<file path="config.mk">
export PLATFORM = sky130hd
export DESIGN_NAME = tes_shaper
export DESIGN_NICKNAME = d
export VERILOG_FILES = /design/src/logic/tes_pkg.sv /design/src/logic/tes_lut_mem.sv /design/src/logic/tes_shaper.sv
export VERILOG_INCLUDE_DIRS = /design/src /design/src/logic
export SDC_FILE = /design/constraint.sdc
export NUM_CORES = 2
export LEC_CHECK = 0
export ABC_CLOCK_PERIOD_IN_PS = 60800
export BUFFER_PORTS_ARGS = -buffer_cell sky130_fd_sc_hd__buf_2
export CELL_PAD_IN_SITES_DETAIL_PLACEMENT = 1
export CELL_PAD_IN_SITES_GLOBAL_PLACEMENT = 2
export CORE_ASPECT_RATIO = 0.75
export CORE_MARGIN = 2
export CORE_UTILIZATION = 40
export CTS_CLUSTER_DIAMETER = 150
export DETAILED_ROUTE_END_ITERATION = 8
export PLACE_DENSITY = 0.8
export SYNTH_ARGS = -nofsm -noshare
export SYNTH_HDL_FRONTEND = slang
export SYNTH_SLANG_ARGS = --single-unit
</file>
<file path="constraint.sdc">
create_clock -name hclk -period 60.8 [get_ports hclk]
set_input_delay 6.08 -clock hclk [delete_from_list [all_inputs] [get_ports hclk]]
set_output_delay 6.08 -clock hclk [all_outputs]
set_load 0.02 [all_outputs]
</file>
<file path="src/logic/tes_params.svh">
// Purpose: constants for the transmitter edge shaping block
// Assumes: included by the package, the shaper and the bench
// Notes: register indices are word indices; byte address = 4 * index
`ifndef TES_PARAMS_SVH
`define TES_PARAMS_SVH

// ---------------------------------------------------------------
// register indices
// ---------------------------------------------------------------
`define TES_IDX_RES_LONG 8'h5C
`define TES_IDX_KIND_LONG 8'h5D
`define TES_IDX_STYLE_LONG 8'h5E
`define TES_IDX_LEN_LONG 8'h5F
`define TES_IDX_RES_SHORT 8'h60
`define TES_IDX_KIND_SHORT 8'h61
`define TES_IDX_STYLE_SHORT 8'h62
`define TES_IDX_LEN_SHORT 8'h63
`define TES_IDX_CTRL 8'h70
`define TES_IDX_STATUS 8'h71
`define TES_LUT_BIT 7
`define TES_IDX_LSB 2
`define TES_IDX_MSB 9

// ---------------------------------------------------------------
// fields, masks and reset values
// ---------------------------------------------------------------
`define TES_MASK_STYLE 8'h77
`define TES_MASK_LEN 8'h9F
`define TES_KIND_FALL 7:4
`define TES_KIND_RISE 3:0
`define TES_STYLE_FALL 6:4
`define TES_STYLE_RISE 2:0
`define TES_LEN_STRETCH 7
`define TES_LEN_COUNT 4:0
`define TES_CTRL_EN 0
`define TES_CTRL_LONG 1
`define TES_STAT_BUSY 0
`define TES_STAT_FAULT 1
`define TES_STAT_MOD 2
`define TES_STAT_AMP 15:8
`define TES_RST_RES 8'h00
`define TES_RST_KIND 8'h11
`define TES_RST_STYLE 8'h00
`define TES_RST_LEN 8'h04

// ---------------------------------------------------------------
// edge style codes and amplitude constants
// ---------------------------------------------------------------
`define TES_CODE_FW1 4'h1
`define TES_CODE_FW2 4'h2
`define TES_CODE_FW3 4'h3
`define TES_CODE_LUT 4'h4
`define TES_CODE_LUT_CORR 4'h5
`define TES_CODE_LUT_NOCORR 4'h6
`define TES_FULL 8'hFF
`define TES_HALF 8'h80
`define TES_SPAN_HIGH 8'h7F
`define TES_KNEE_LOW 5'h10
`define TES_PA_NOM 8'h80
`define TES_HTRANS_ACT 1
`define TES_HRESP_OKAY 1'b0

`endif

</file>
<file path="src/logic/tes_pkg.sv">
// Purpose: types of the transmitter edge shaping block
// Assumes: tes_params.svh on the include path
// Notes: all state of the top module except the table memory lives in tes_state_s
package tes_pkg;
`include "tes_params.svh"

   // ------------------------------------------------------------
   // shaper sequencer states
   // ------------------------------------------------------------
   typedef enum logic [2:0] {
      TES_IDLE = 3'b001,
      TES_RAMP = 3'b010,
      TES_CORR = 3'b100
   } tes_fsm_e;

   // ------------------------------------------------------------
   // whole state of the shaper and its bus slave
   // ------------------------------------------------------------
   typedef struct packed {
      logic [7:0] res_long;
      logic [7:0] kind_long;
      logic [7:0] style_long;
      logic [7:0] len_long;
      logic [7:0] res_short;
      logic [7:0] kind_short;
      logic [7:0] style_short;
      logic [7:0] len_short;
      logic en;
      logic tari_long;
      logic fault;
      logic dp_wr;
      logic [7:0] dp_idx;
      logic [31:0] rdata;
      logic ready;
      logic resp;
      tes_fsm_e st;
      logic [3:0] code;
      logic [2:0] cfg;
      logic [4:0] n;
      logic stretch;
      logic [5:0] step;
      logic hold;
      logic [7:0] from;
      logic [7:0] to;
      logic mod_applied;
      logic [7:0] amp;
      logic busy;
   } tes_state_s;

endpackage : tes_pkg

</file>
<file path="src/logic/tes_lut_mem.sv">
// Purpose: edge lookup table memory, one write port, registered read
// Assumes: write and read on the same edge to one word returns old data
// Notes: four tables of 32 amplitude fractions each by default
module tes_lut_mem #(
   parameter int AW = 7,
   parameter int DEPTH = 128
) (
   input wire logic hclk,
   input wire logic hresetn,
   input wire logic wr_en,
   input wire logic [AW-1:0] wr_addr,
   input wire logic [7:0] wr_data,
   input wire logic [AW-1:0] rd_addr,
   output logic [7:0] rd_data
);
   typedef struct packed {
      logic [DEPTH-1:0][7:0] mem;
      logic [7:0] rdata;
   } tes_lut_s;

   tes_lut_s s;
   tes_lut_s nx;

   // ------------------------------------------------------------
   // write and read
   // ------------------------------------------------------------
   always_comb begin
      nx = s;
      if (wr_en) begin
         nx.mem[wr_addr] = wr_data;
      end
      nx.rdata = s.mem[rd_addr]; // old word on collision
   end

   // state register
   always_ff @(posedge hclk or negedge hresetn) begin
      if (!hresetn) begin
         s <= '0;
      end else begin
         s <= nx;
      end
   end

   assign rd_data = s.rdata;

endmodule : tes_lut_mem

</file>
<file path="src/logic/tes_shaper.sv">
// Purpose: edge shaping of the carrier amplitude for two Tari settings
// Assumes: carrier_tick pulses one hclk per carrier cycle, >= 2 apart
// Notes: registers reached over AHB-Lite, zero wait states
//
// Operation
// - firmware falling codes use style bits 6:4 as time constant.
// - table falling codes use style bits 5:4 as table index.
// - firmware rising codes use style bits 2:0 as time constant.
// - table rising codes use style bits 1:0 as table index.
// - length bit 7 clear holds each state one carrier cycle.
// - length bit 7 set holds each state two carrier cycles.
// - length bits 4:0 give state count for both edges.
// - residual byte scales amplitude linearly, 0x00 none, 0xFF full.
// - falling codes 1, 2, 3 give one, two, three linear segments.
// - code 4 uses table with no supply adaptation.
// - code 5 uses table, supply adaptation and a correction state.
// - code 6 uses table, supply adaptation, no correction state.
// - rising code in bits 3:0, same encoding, independent edge.
// - sets apply in mode 3 reader transmit; one set per Tari.
`include "tes_params.svh"
module tes_shaper #(
   parameter int ADDR_W = 12,
   parameter logic [7:0] PA_NOMINAL = `TES_PA_NOM
) (
   input wire logic hclk,
   input wire logic hresetn,
   input wire logic hsel,
   input wire logic [ADDR_W-1:0] haddr,
   input wire logic [1:0] htrans,
   input wire logic hwrite,
   input wire logic [2:0] hsize,
   input wire logic [31:0] hwdata,
   input wire logic hready,
   output logic [31:0] hrdata,
   output logic hreadyout,
   output logic hresp,
   input wire logic tx_mod,
   input wire logic carrier_tick,
   input wire logic [7:0] pa_supply_voltage,
   output logic [7:0] amplitude,
   output logic edge_busy
);
   import tes_pkg::*;

   tes_state_s s;
   tes_state_s nx;
   logic [7:0] idx;
   logic [31:0] rd;
   logic lut_we;
   logic [6:0] lut_rd_addr;
   logic [7:0] lut_rdata;
   logic [7:0] sel_res;
   logic [7:0] sel_kind;
   logic [7:0] sel_style;
   logic [7:0] sel_len;
   logic [7:0] target;
   logic [3:0] code_new;
   logic [2:0] cfg_new;
   logic [7:0] t;
   logic [7:0] f;
   logic [7:0] val;

   // ------------------------------------------------------------
   // arithmetic helpers
   // ------------------------------------------------------------

   // position of state k of n as a fraction of 255
   function automatic logic [7:0] lin_frac(input logic [5:0] k, input logic [4:0] n);
      logic [13:0] p;
      p = 14'(k) * 14'(`TES_FULL);
      lin_frac = 8'(p / 14'(n));
   endfunction : lin_frac

   // two segments meeting at half time, knee level set by tc
   function automatic logic [7:0] knee_map(input logic [7:0] tin, input logic [2:0] tc);
      logic [7:0] knee;
      logic [15:0] p;
      knee = {tc, `TES_KNEE_LOW};
      if (tin < `TES_HALF) begin
         p = 16'(tin) * 16'(knee);
         knee_map = p[14:7];
      end else begin
         p = (16'(tin - `TES_HALF) * 16'(`TES_FULL - knee)) / 16'(`TES_SPAN_HIGH);
         knee_map = knee + p[7:0]; // upper segment ends exactly at full
      end
   endfunction : knee_map

   // firmware segment shaping
   function automatic logic [7:0] fw_frac(input logic [3:0] c, input logic [7:0] tin,
                                          input logic [2:0] tc);
      case (c)
         `TES_CODE_FW2: fw_frac = knee_map(tin, tc);
         `TES_CODE_FW3: fw_frac = knee_map(knee_map(tin, tc), tc);
         default: fw_frac = tin;
      endcase
   endfunction : fw_frac

   // scale table fraction by nominal over actual supply
   function automatic logic [7:0] adapt(input logic [7:0] fin, input logic [7:0] vdd,
                                        input logic [7:0] nom);
      logic [15:0] q;
      if (vdd == 8'h00) begin
         adapt = fin;
      end else begin
         q = (16'(fin) * 16'(nom)) / 16'(vdd);
         adapt = (q > 16'(`TES_FULL)) ? `TES_FULL : q[7:0];
      end
   endfunction : adapt

   // linear blend between two amplitude bytes
   function automatic logic [7:0] mix(input logic [7:0] a, input logic [7:0] b,
                                      input logic [7:0] fin);
      logic [16:0] acc;
      acc = 17'(16'(a) * 16'(`TES_FULL - fin)) + 17'(16'(b) * 16'(fin)) + 17'(8'h7F);
      mix = 8'(acc / 17'(`TES_FULL));
   endfunction : mix

   // style codes that start a shaped edge
   function automatic logic code_ok(input logic [3:0] c);
      code_ok = (c >= `TES_CODE_FW1) && (c <= `TES_CODE_LUT_NOCORR);
   endfunction : code_ok

   // ------------------------------------------------------------
   // lookup table memory
   // ------------------------------------------------------------
   tes_lut_mem #(
      .AW(7),
      .DEPTH(128)
   ) u_lut (
      .hclk(hclk),
      .hresetn(hresetn),
      .wr_en(lut_we),
      .wr_addr(s.dp_idx[6:0]),
      .wr_data(hwdata[7:0]),
      .rd_addr(lut_rd_addr),
      .rd_data(lut_rdata)
   );

   // ------------------------------------------------------------
   // set selection and per-state amplitude
   // ------------------------------------------------------------
   always_comb begin
      sel_res = s.tari_long ? s.res_long : s.res_short;
      sel_kind = s.tari_long ? s.kind_long : s.kind_short;
      sel_style = s.tari_long ? s.style_long : s.style_short;
      sel_len = s.tari_long ? s.len_long : s.len_short;
      target = tx_mod ? sel_res : `TES_FULL;
      code_new = tx_mod ? sel_kind[`TES_KIND_FALL] : sel_kind[`TES_KIND_RISE];
      cfg_new = tx_mod ? sel_style[`TES_STYLE_FALL] : sel_style[`TES_STYLE_RISE];
      t = lin_frac(s.step, s.n);
      if (s.code >= `TES_CODE_LUT) begin
         f = lut_rdata;
         if (s.code != `TES_CODE_LUT) begin
            f = adapt(lut_rdata, pa_supply_voltage, PA_NOMINAL);
         end
      end else begin
         f = fw_frac(s.code, t, s.cfg);
      end
      val = mix(s.from, s.to, f);
   end

   // ------------------------------------------------------------
   // next state: bus writes, shaper, bus reads
   // ------------------------------------------------------------
   always_comb begin
      nx = s;
      lut_we = 1'b0;
      idx = haddr[`TES_IDX_MSB:`TES_IDX_LSB];
      rd = 32'h0000_0000;
      // data phase of a write
      if (s.dp_wr) begin
         nx.dp_wr = 1'b0;
         if (s.dp_idx[`TES_LUT_BIT]) begin
            lut_we = 1'b1;
         end else begin
            case (s.dp_idx)
               `TES_IDX_RES_LONG: nx.res_long = hwdata[7:0];
               `TES_IDX_KIND_LONG: nx.kind_long = hwdata[7:0];
               `TES_IDX_STYLE_LONG: nx.style_long = hwdata[7:0] & `TES_MASK_STYLE;
               `TES_IDX_LEN_LONG: nx.len_long = hwdata[7:0] & `TES_MASK_LEN;
               `TES_IDX_RES_SHORT: nx.res_short = hwdata[7:0];
               `TES_IDX_KIND_SHORT: nx.kind_short = hwdata[7:0];
               `TES_IDX_STYLE_SHORT: nx.style_short = hwdata[7:0] & `TES_MASK_STYLE;
               `TES_IDX_LEN_SHORT: nx.len_short = hwdata[7:0] & `TES_MASK_LEN;
               `TES_IDX_CTRL: begin
                  nx.en = hwdata[`TES_CTRL_EN];
                  nx.tari_long = hwdata[`TES_CTRL_LONG];
               end
               `TES_IDX_STATUS: begin
                  if (hwdata[`TES_STAT_FAULT]) begin
                     nx.fault = 1'b0; // write one clears
                  end
               end
               default: begin
               end
            endcase
         end
      end
      // shaper sequencer; a new fault below overrides the clear above
      if (!s.en) begin
         nx.st = TES_IDLE;
         nx.amp = target;
         nx.mod_applied = tx_mod;
         nx.hold = 1'b0;
      end else begin
         case (s.st)
            TES_IDLE: begin
               if (tx_mod != s.mod_applied) begin
                  nx.mod_applied = tx_mod;
                  if (!code_ok(code_new)) begin
                     nx.amp = target;
                     nx.fault = 1'b1;
                  end else if (sel_len[`TES_LEN_COUNT] == 5'h00) begin
                     nx.amp = target;
                  end else begin
                     nx.st = TES_RAMP;
                     nx.code = code_new;
                     nx.cfg = cfg_new;
                     nx.n = sel_len[`TES_LEN_COUNT];
                     nx.stretch = sel_len[`TES_LEN_STRETCH];
                     nx.step = 6'h01;
                     nx.hold = 1'b0;
                     nx.from = s.amp;
                     nx.to = target;
                  end
               end
            end
            TES_RAMP: begin
               if (carrier_tick) begin
                  if (s.hold) begin
                     nx.hold = 1'b0;
                  end else if (s.step <= 6'(s.n)) begin
                     nx.amp = val;
                     nx.step = s.step + 6'h01;
                     nx.hold = s.stretch;
                  end else if (s.code == `TES_CODE_LUT_CORR) begin
                     nx.amp = s.to;
                     nx.hold = s.stretch;
                     nx.st = TES_CORR;
                  end else begin
                     nx.st = TES_IDLE;
                  end
               end
            end
            TES_CORR: begin
               if (carrier_tick) begin
                  if (s.hold) begin
                     nx.hold = 1'b0;
                  end else begin
                     nx.st = TES_IDLE;
                  end
               end
            end
            default: begin
               nx.st = TES_IDLE;
            end
         endcase
      end
      nx.busy = (nx.st != TES_IDLE);
      // address phase; reads see this cycle's write
      if (hsel && hready && htrans[`TES_HTRANS_ACT]) begin
         nx.dp_wr = hwrite;
         nx.dp_idx = idx;
         if (!hwrite) begin
            case (idx)
               `TES_IDX_RES_LONG: rd[7:0] = nx.res_long;
               `TES_IDX_KIND_LONG: rd[7:0] = nx.kind_long;
               `TES_IDX_STYLE_LONG: rd[7:0] = nx.style_long;
               `TES_IDX_LEN_LONG: rd[7:0] = nx.len_long;
               `TES_IDX_RES_SHORT: rd[7:0] = nx.res_short;
               `TES_IDX_KIND_SHORT: rd[7:0] = nx.kind_short;
               `TES_IDX_STYLE_SHORT: rd[7:0] = nx.style_short;
               `TES_IDX_LEN_SHORT: rd[7:0] = nx.len_short;
               `TES_IDX_CTRL: begin
                  rd[`TES_CTRL_EN] = nx.en;
                  rd[`TES_CTRL_LONG] = nx.tari_long;
               end
               `TES_IDX_STATUS: begin
                  rd[`TES_STAT_BUSY] = nx.busy;
                  rd[`TES_STAT_FAULT] = nx.fault;
                  rd[`TES_STAT_MOD] = nx.mod_applied;
                  rd[`TES_STAT_AMP] = nx.amp;
               end
               default: rd = 32'h0000_0000; // unmapped and table reads
            endcase
            nx.rdata = rd;
         end
      end
      nx.ready = 1'b1;
      nx.resp = `TES_HRESP_OKAY;
   end

   // table address follows the step being entered
   assign lut_rd_addr = {nx.cfg[1:0], 5'(nx.step - 6'h01)};

   // ------------------------------------------------------------
   // state register
   // ------------------------------------------------------------
   always_ff @(posedge hclk or negedge hresetn) begin
      if (!hresetn) begin
         s <= '0;
         s.res_long <= `TES_RST_RES;
         s.kind_long <= `TES_RST_KIND;
         s.style_long <= `TES_RST_STYLE;
         s.len_long <= `TES_RST_LEN;
         s.res_short <= `TES_RST_RES;
         s.kind_short <= `TES_RST_KIND;
         s.style_short <= `TES_RST_STYLE;
         s.len_short <= `TES_RST_LEN;
         s.ready <= 1'b1;
         s.st <= TES_IDLE;
         s.step <= 6'h01;
         s.amp <= `TES_FULL;
      end else begin
         s <= nx;
      end
   end

   // outputs straight from flip-flops
   assign hrdata = s.rdata;
   assign hreadyout = s.ready;
   assign hresp = s.resp;
   assign amplitude = s.amp;
   assign edge_busy = s.busy;

endmodule : tes_shaper

</file>
### Word level (Yosys, flattened, before mapping)

Cells that the tools add are included.

| storage, ports and cells | value |
|---|---|
| output and inout bits | 43 |
| flip-flop bits (word level) | 1173 |
| input bits | 64 |
| word-level logic and storage cells | 312 |

| cells by class | value |
|---|---|
| bitwise gates (word level) | 2 |
| reduce and logical (&&, ||, !) cells | 9 |
| eq/ne operators | 35 |
| add/subtract/negate cells | 10 |
| $mul | 7 |
| magnitude comparators | 10 |
| div/mod/pow operators | 5 |
| muxes and demuxes | 78 |

Operators by type and width:

| kind | number |
|---|---|
| 1024-bit bitwise mux | 1 |
| 8-bit two-way mux | 30 |
| 8-bit by 7-bit == test with 1-bit output, second input constant | 20 |
| 39-bit two-way mux | 2 |
| 68-bit two-way mux | 1 |
| 67-bit two-way mux | 1 |
| 8-bit binary-select mux with 7-bit select | 1 |
| 8-bit demux with 7-bit select | 1 |
| 48-bit two-way mux | 1 |
| 41-bit two-way mux | 1 |
| 5-bit one-hot mux with 8 select lines | 1 |
| 16-bit by 7-bit divider with 16-bit output, second input constant | 2 |
| 9-bit by 9-bit multiplier with 16-bit output | 2 |
| 8-bit one-hot mux with 2 select lines | 2 |
| 3-bit two-way mux | 8 |
| 8-bit by 4-bit multiplier with 11-bit output | 2 |
| 2-bit one-hot mux with 10 select lines | 1 |
| 8-bit by 8-bit subtractor with 9-bit output, first input constant | 2 |
| 8-bit by 8-bit subtractor with 9-bit output, second input constant | 2 |
| 17-bit by 16-bit adder with 17-bit output | 1 |
| 17-bit by 7-bit adder with 17-bit output, second input constant | 1 |
| 17-bit by 8-bit divider with 17-bit output, second input constant | 1 |
| 8-bit by 16-bit multiplier with 17-bit output | 1 |
| 8-bit adder | 2 |
| 43 further kinds | 69 |

### Depth between registers and ports, before layout

| depth | value |
|---|---|
| depth after elaboration | 29 |
| gate-level depth with buffers | 285 |

### Hierarchy

A second synthesis with hierarchy kept.

| second synthesis, totals | value |
|---|---|
| cells, all modules | 7163 |
| area total of the unflattened synthesis | 81364.3 µm² |

By module, submodules not included:

| module | area each (µm²) | seq. area each (µm²) | cells each | instances |
|---|---|---|---|---|
| tes_lut_mem | 46733.6 | 25824.8 | 2797 | 1 |
| tes_shaper | 34630.7 | 3548.4 | 4366 | 1 |

### Worst setup path before layout

Ideal clock, no wire load.

| path | value |
|---|---|
| kind | flip-flop to flip-flop |
| start point | register s[27] (netlist name) |
| end point | register s, in the netlist hrdata[8] |
| cell stages (with the launch flop) | 268 |
| path buffers | 19 |
| required time | 60.673 ns |
| arrival time | 56.637 ns |
| path slack | 4.036 ns |
| cell sequence | dfstp_2 > inv_1 > fa_1 > inv_1 > fa_1 > inv_1 > fa_1 > inv_1 > ha_1 > nand2b_1 > a211oi_1 > nor2_1 > nor2_1 > o21ai_0 > nand2b_1 > xnor2_1 > inv_1 > ha_1 > [232 not listed] > or4_1 > and2_1 > a31oi_1 > a21oi_1 > buf_2 > a21o_1 > or4_1 > a311oi_2 > mux2i_1 > a21oi_2 > xnor2_1 > ha_1 > and3_1 > nand4_1 > a21o_1 > a221oi_2 > a2bb2oi_1 > o31ai_1 |

| on the way | value |
|---|---|
| cells in the longest elaborated chain, start to end | 27 |

RTL lines:

| element | RTL line | source |
|---|---|---|
| start: declaration | tes_shaper.sv:45 | `tes_state_s s;` |
| start signal: assignment | tes_shaper.sv:315 | `s <= nx;` |
| 6-bit by 8-bit multiplier with 14-bit output | tes_shaper.sv:70 | `` p = 14'(k) * 14'(`TES_FULL); `` |
| 14-bit by 5-bit divider with 14-bit output | tes_shaper.sv:71 | `lin_frac = 8'(p / 14'(n));` |
| 8-bit by 8-bit subtractor with 9-bit output (no line) | n/a |  |
| 9-bit by 9-bit multiplier with 16-bit output | tes_shaper.sv:83 | `` p = (16'(tin - `TES_HALF) * 16'(`TES_FULL - knee)) / 16'(`TES_SPAN_HIGH); `` |
| 16-bit by 7-bit divider with 16-bit output | tes_shaper.sv:83 |  |
| 8-bit adder | tes_shaper.sv:84 | `knee_map = knee + p[7:0];` |
| 8-bit two-way mux | tes_shaper.sv:79 | `` if (tin < `TES_HALF) begin `` |
| 8-bit two-way mux | tes_shaper.sv:91 | `case (c)` |
| [11 not listed] | n/a |  |
| 17-bit by 7-bit adder with 17-bit output | tes_shaper.sv:114 | `` acc = 17'(16'(a) * 16'(`TES_FULL - fin)) + 17'(16'(b) * 16'(fin)) + 17'(8'h7F); `` |
| 17-bit by 8-bit divider with 17-bit output | tes_shaper.sv:115 | `` mix = 8'(acc / 17'(`TES_FULL)); `` |
| 8-bit two-way mux * | tes_shaper.sv:232 | `end else if (s.step <= 6'(s.n)) begin` |
| 8-bit two-way mux * | tes_shaper.sv:230 | `if (s.hold) begin` |
| 8-bit two-way mux * | tes_shaper.sv:229 | `if (carrier_tick) begin` |
| 8-bit one-hot mux with 2 select lines * | tes_shaper.sv:206 | `case (s.st)` |
| 9-bit two-way mux * | tes_shaper.sv:200 | `if (!s.en) begin` |
| 8-bit two-way mux * | tes_shaper.sv:265 | `case (idx)` |

Every way passes the cells marked *; elsewhere a longest branch is shown, timed or not. The select of a mux whose other input is x is not followed.
A chain may end at the register's enable or synchronous reset.

==> results.ini <==
[hold_path]
holdCritPathClass = register to register

[synth]
sequential_cell_area_fraction_in_the_yosys_report = 0.361
synthMostInstantiatedCell = sky130_fd_sc_hd__dfrtp_1
synth-adder-area-share = 0.108
area_of_the_mapped_netlist_sq_um = 81300
post_synth_num_cell_types = 137
cells_after_synthesis = 7277
asyncSetResetFlopFracSynth = 1.00
ys_seq_elements = 1173
synth_commonest_cells = 1,157 x sky130_fd_sc_hd__dfrtp_1, 1,143 x sky130_fd_sc_hd__mux2_2, 498 x sky130_fd_sc_hd__nor2_1
synth_mux_area_frac = 0.257
synth-compound-area-share = 0.113
post_synth.cell_area_avg_sq_um = 11.2
post_synth_and_or_nand_nor_area_fraction = 0.104
synth_top_cells_by_area = sky130_fd_sc_hd__dfrtp_1 36%, sky130_fd_sc_hd__mux2_2 16%, sky130_fd_sc_hd__mux4_2 9.1%, sky130_fd_sc_hd__ha_1 5.4%, sky130_fd_sc_hd__fa_1 5.3%
yosys.area_share.xor_xnor = 0.0146
synth_top_family_by_area = multiplexers
synth_top_cell_area_share = 0.356
synth_top_cell_by_area = sky130_fd_sc_hd__dfrtp_1
synth-warning-count = 0
ys_dominant_reg_cell = sky130_fd_sc_hd__dfrtp_1
synth_enable_flop_cells = 0

[timing]
slew_viol_final = 0
achievable-frequency_mhz = 17.5
max_slew.worst_pin.slew_ns = 1.36
post-route-min-period_ns = 57.11
final_min_period_over_clock_period = 0.939
setup_viol = 0
finalHoldViolations = 0
fin_worst_hold_slack_ns = 0.477
fin_ws_ns = 3.69
slew_headroom = 0.0865
worst_clock_skew_ns = 0.0871

[die]
design.core.area_sq_um = 202000
die_x_um = 525
ios = 107
core.rowCount = 143
design.die.area_sq_um = 207000
die_y_um = 395
initial_core_util = 0.402

[cells_and_area]
layout.nets = 7974
drive_above_1_share = 0.303
synthToLayoutAreaGrowth_pct = 11.0

[place]
gpl_congestion = 0.874
placement.setup.worst_slack_ns = -0.792
io_buffers = 56
place.detailed.hpwl_um = 175000

[detailed_routing]
totalWireLength_um = 249000
detailroute.wirelength.met3_um = 11400
avgViaCountPerCell = 5.95
drt_drc_violations_left = 0
wl_met2_um = 113000
first_iter_violations = 3895
avgRoutedWirePerCell_um = 24.5
detail-route-antenna-nets = 0
dr_total_vias = 60200
route.top_layer_used = met5
total_routed_wire_length_on_the_met1_layer_um = 118000
drt_first_pass_iters = 5

[clock_tree]
ctsHtreeMaxLevel = 3
cts_tree = yes
register_clock_pin_slew_on_the_reported_worst_setup_and_hold_paths_ns = 0.07
clock_tree.root_cell = sky130_fd_sc_hd__clkbuf_16
clock_latency_ns = 0.81
cts_made_buffers = 116
number_of_buffers_between_clock_root_and_the_deepest_sink = 3
cts_num_sinks = 1173

[run_status]
outcome = complete, no violations

[setup_path]
cp_slowest_stage_delay_ns = 0.64
critical_path.startpoint_type = register
worst_ep_required_time_ns = 61.46
worst_setup_path_type = register to register
crit_path_frequent_cell = sky130_fd_sc_hd__ha_1
setup.worst_path.end_class = register
critical-path-slowest-cell = sky130_fd_sc_hd__fa_2
crit_fanout = 14
cp_data_arrival_time_ns = 57.77

[grt]
pin_count_of_the_biggest_net_entering_global_routing = 190
antenna_found_initial = 17
grt_pass1_wl_um = 391000
grt-ovfl-total = 0
global_router_s_overall_resource_usage = 0.239
grt_pass1_vias = 64300

[job]
maxCapViolCount = 0

[placed cells by master, fill, tap and decap left out, drive strengths merged, types with 19 or more instances in the layout]
| cell type | netlist | final |
|---|---|---|
| dfrtp | 1157 | 1157 |
| or3 | 56 | 56 |
| nand3 | 119 | 119 |
| xor2 | 60 | 60 |
| clkbuf | 276 | 175 |
| and2 | 72 | 72 |
| a221oi | 21 | 21 |
| and3 | 38 | 38 |
| fa | 216 | 216 |
| ha | 351 | 351 |
| nand2 | 449 | 449 |
| or2 | 33 | 33 |
| a22o | 25 | 25 |
| nor2 | 500 | 500 |
| a22oi | 20 | 20 |
| o22ai | 25 | 25 |
| inv | 464 | 467 |
| o21ai | 240 | 240 |
| a211oi | 72 | 72 |
| buf | 105 | 310 |
| o211ai | 63 | 63 |
| a311o | 20 | 20 |
| o31ai | 58 | 58 |
| a211o | 28 | 28 |
| mux4 | 327 | 327 |
| a41oi | 19 | 19 |
| nand4 | 53 | 53 |
| conb | 2 | 20 |
| a31oi | 46 | 46 |
| nor3 | 149 | 149 |
| mux2 | 1144 | 1144 |
| nor2b | 51 | 51 |
| a21oi | 238 | 238 |
| nor4 | 38 | 38 |
| a21o | 84 | 84 |
| nand2b | 77 | 77 |
| clkinv | 3 | 26 |
| o21a | 101 | 101 |
| mux2i | 67 | 67 |
| xnor2 | 74 | 74 |
[path summary, 6_finish.rpt]
kind | from | end | slack [ns] | cells after the start
worst max-delay path | s[30] | hrdata[9] | 3.69 | 263
worst min-delay path | s[100] | s[100] | 0.48 | 2
worst max register to register | s[30] | hrdata[9] | 3.69 | 263
worst min register to register | s[100] | s[100] | 0.48 | 2
max in group asynchronous | hresetn | u_lut.s[257] | 52.00 | 4
min in group asynchronous | hresetn | u_lut.s[882] | 5.39 | 1
[cell type report]
| class | instances | area (sq um) |
|---|---|---|
| Antenna cell | 7 | 17.5 |
| Inverter | 467 | 1760 |
| Multi-Input combinational cell | 5274 | 49400 |
| Sequential cell | 1173 | 29400 |
| Clock buffer | 174 | 3410 |
| Tap cell | 2682 | 3360 |
| Timing Repair Buffer | 311 | 2300 |
| Clock inverter | 38 | 638 |
| Fill cell | 21500 | 112000 |
[through the flow]
stage	util	std cells	cell area [sq um]	TNS, ns
final	0.446	10100	90300	0
after global routing	0.446	10100	90300	-0.727
after CTS	0.441	10100	89300	0
after detailed placement	0.421	9867	85200	-2.97
after global placement	0.421	9867	85200	0
after floorplan	-	7295	81400	0
[per-layer routing]
metal | vias to the layer above | global-route usage
met5 | - | 0
met4 | 6 | 0.0599
met3 | 330 | 0.0282
met2 | 1205 | 0.376
met1 | 31900 | 0.349
li1 | 26800 | -
[cells by family after synthesis]
logic type               count (synthesis)
other                                    2
adder cells (fa/ha/maj)                570
AO/OA/AOI/OAI                         1282
flip-flops                            1173
buffers and inverters                  848
multiplexers                          1538
AND/OR/NAND/NOR                       1730
XOR/XNOR                               134
[flip-flops by register name (all words and copies together), names as in the netlist]
register       flops
s                116
edge_busy          1
u_lut.rd_data      8
hrdata            16
amplitude          8
u_lut.s         1024
[worst max-delay path, delay by kind of cell (launching register included)]
| family | cells | cell delay [ns] |
|---|---|---|
| AO/OA/AOI/OAI | 110 | 21.74 |
| XOR/XNOR | 5 | 0.83 |
| adder cells (fa/ha/maj) | 36 | 14.00 |
| buffers and inverters | 30 | 4.26 |
| flip-flops | 1 | 0.49 |
| multiplexers | 6 | 1.51 |
| AND/OR/NAND/NOR | 76 | 14.11 |
[timing repair]
action | in CTS | in global routing
setup buffers | 2 | 38
setup endpoints to repair | 8 | 16
pin swaps | 3 | 32
gates resized for setup | 17 | 155
hold buffers | 0 | 0
Power is not shown: default switching activity piles up to over one toggle a cycle in this logic, so the estimate is an artifact.
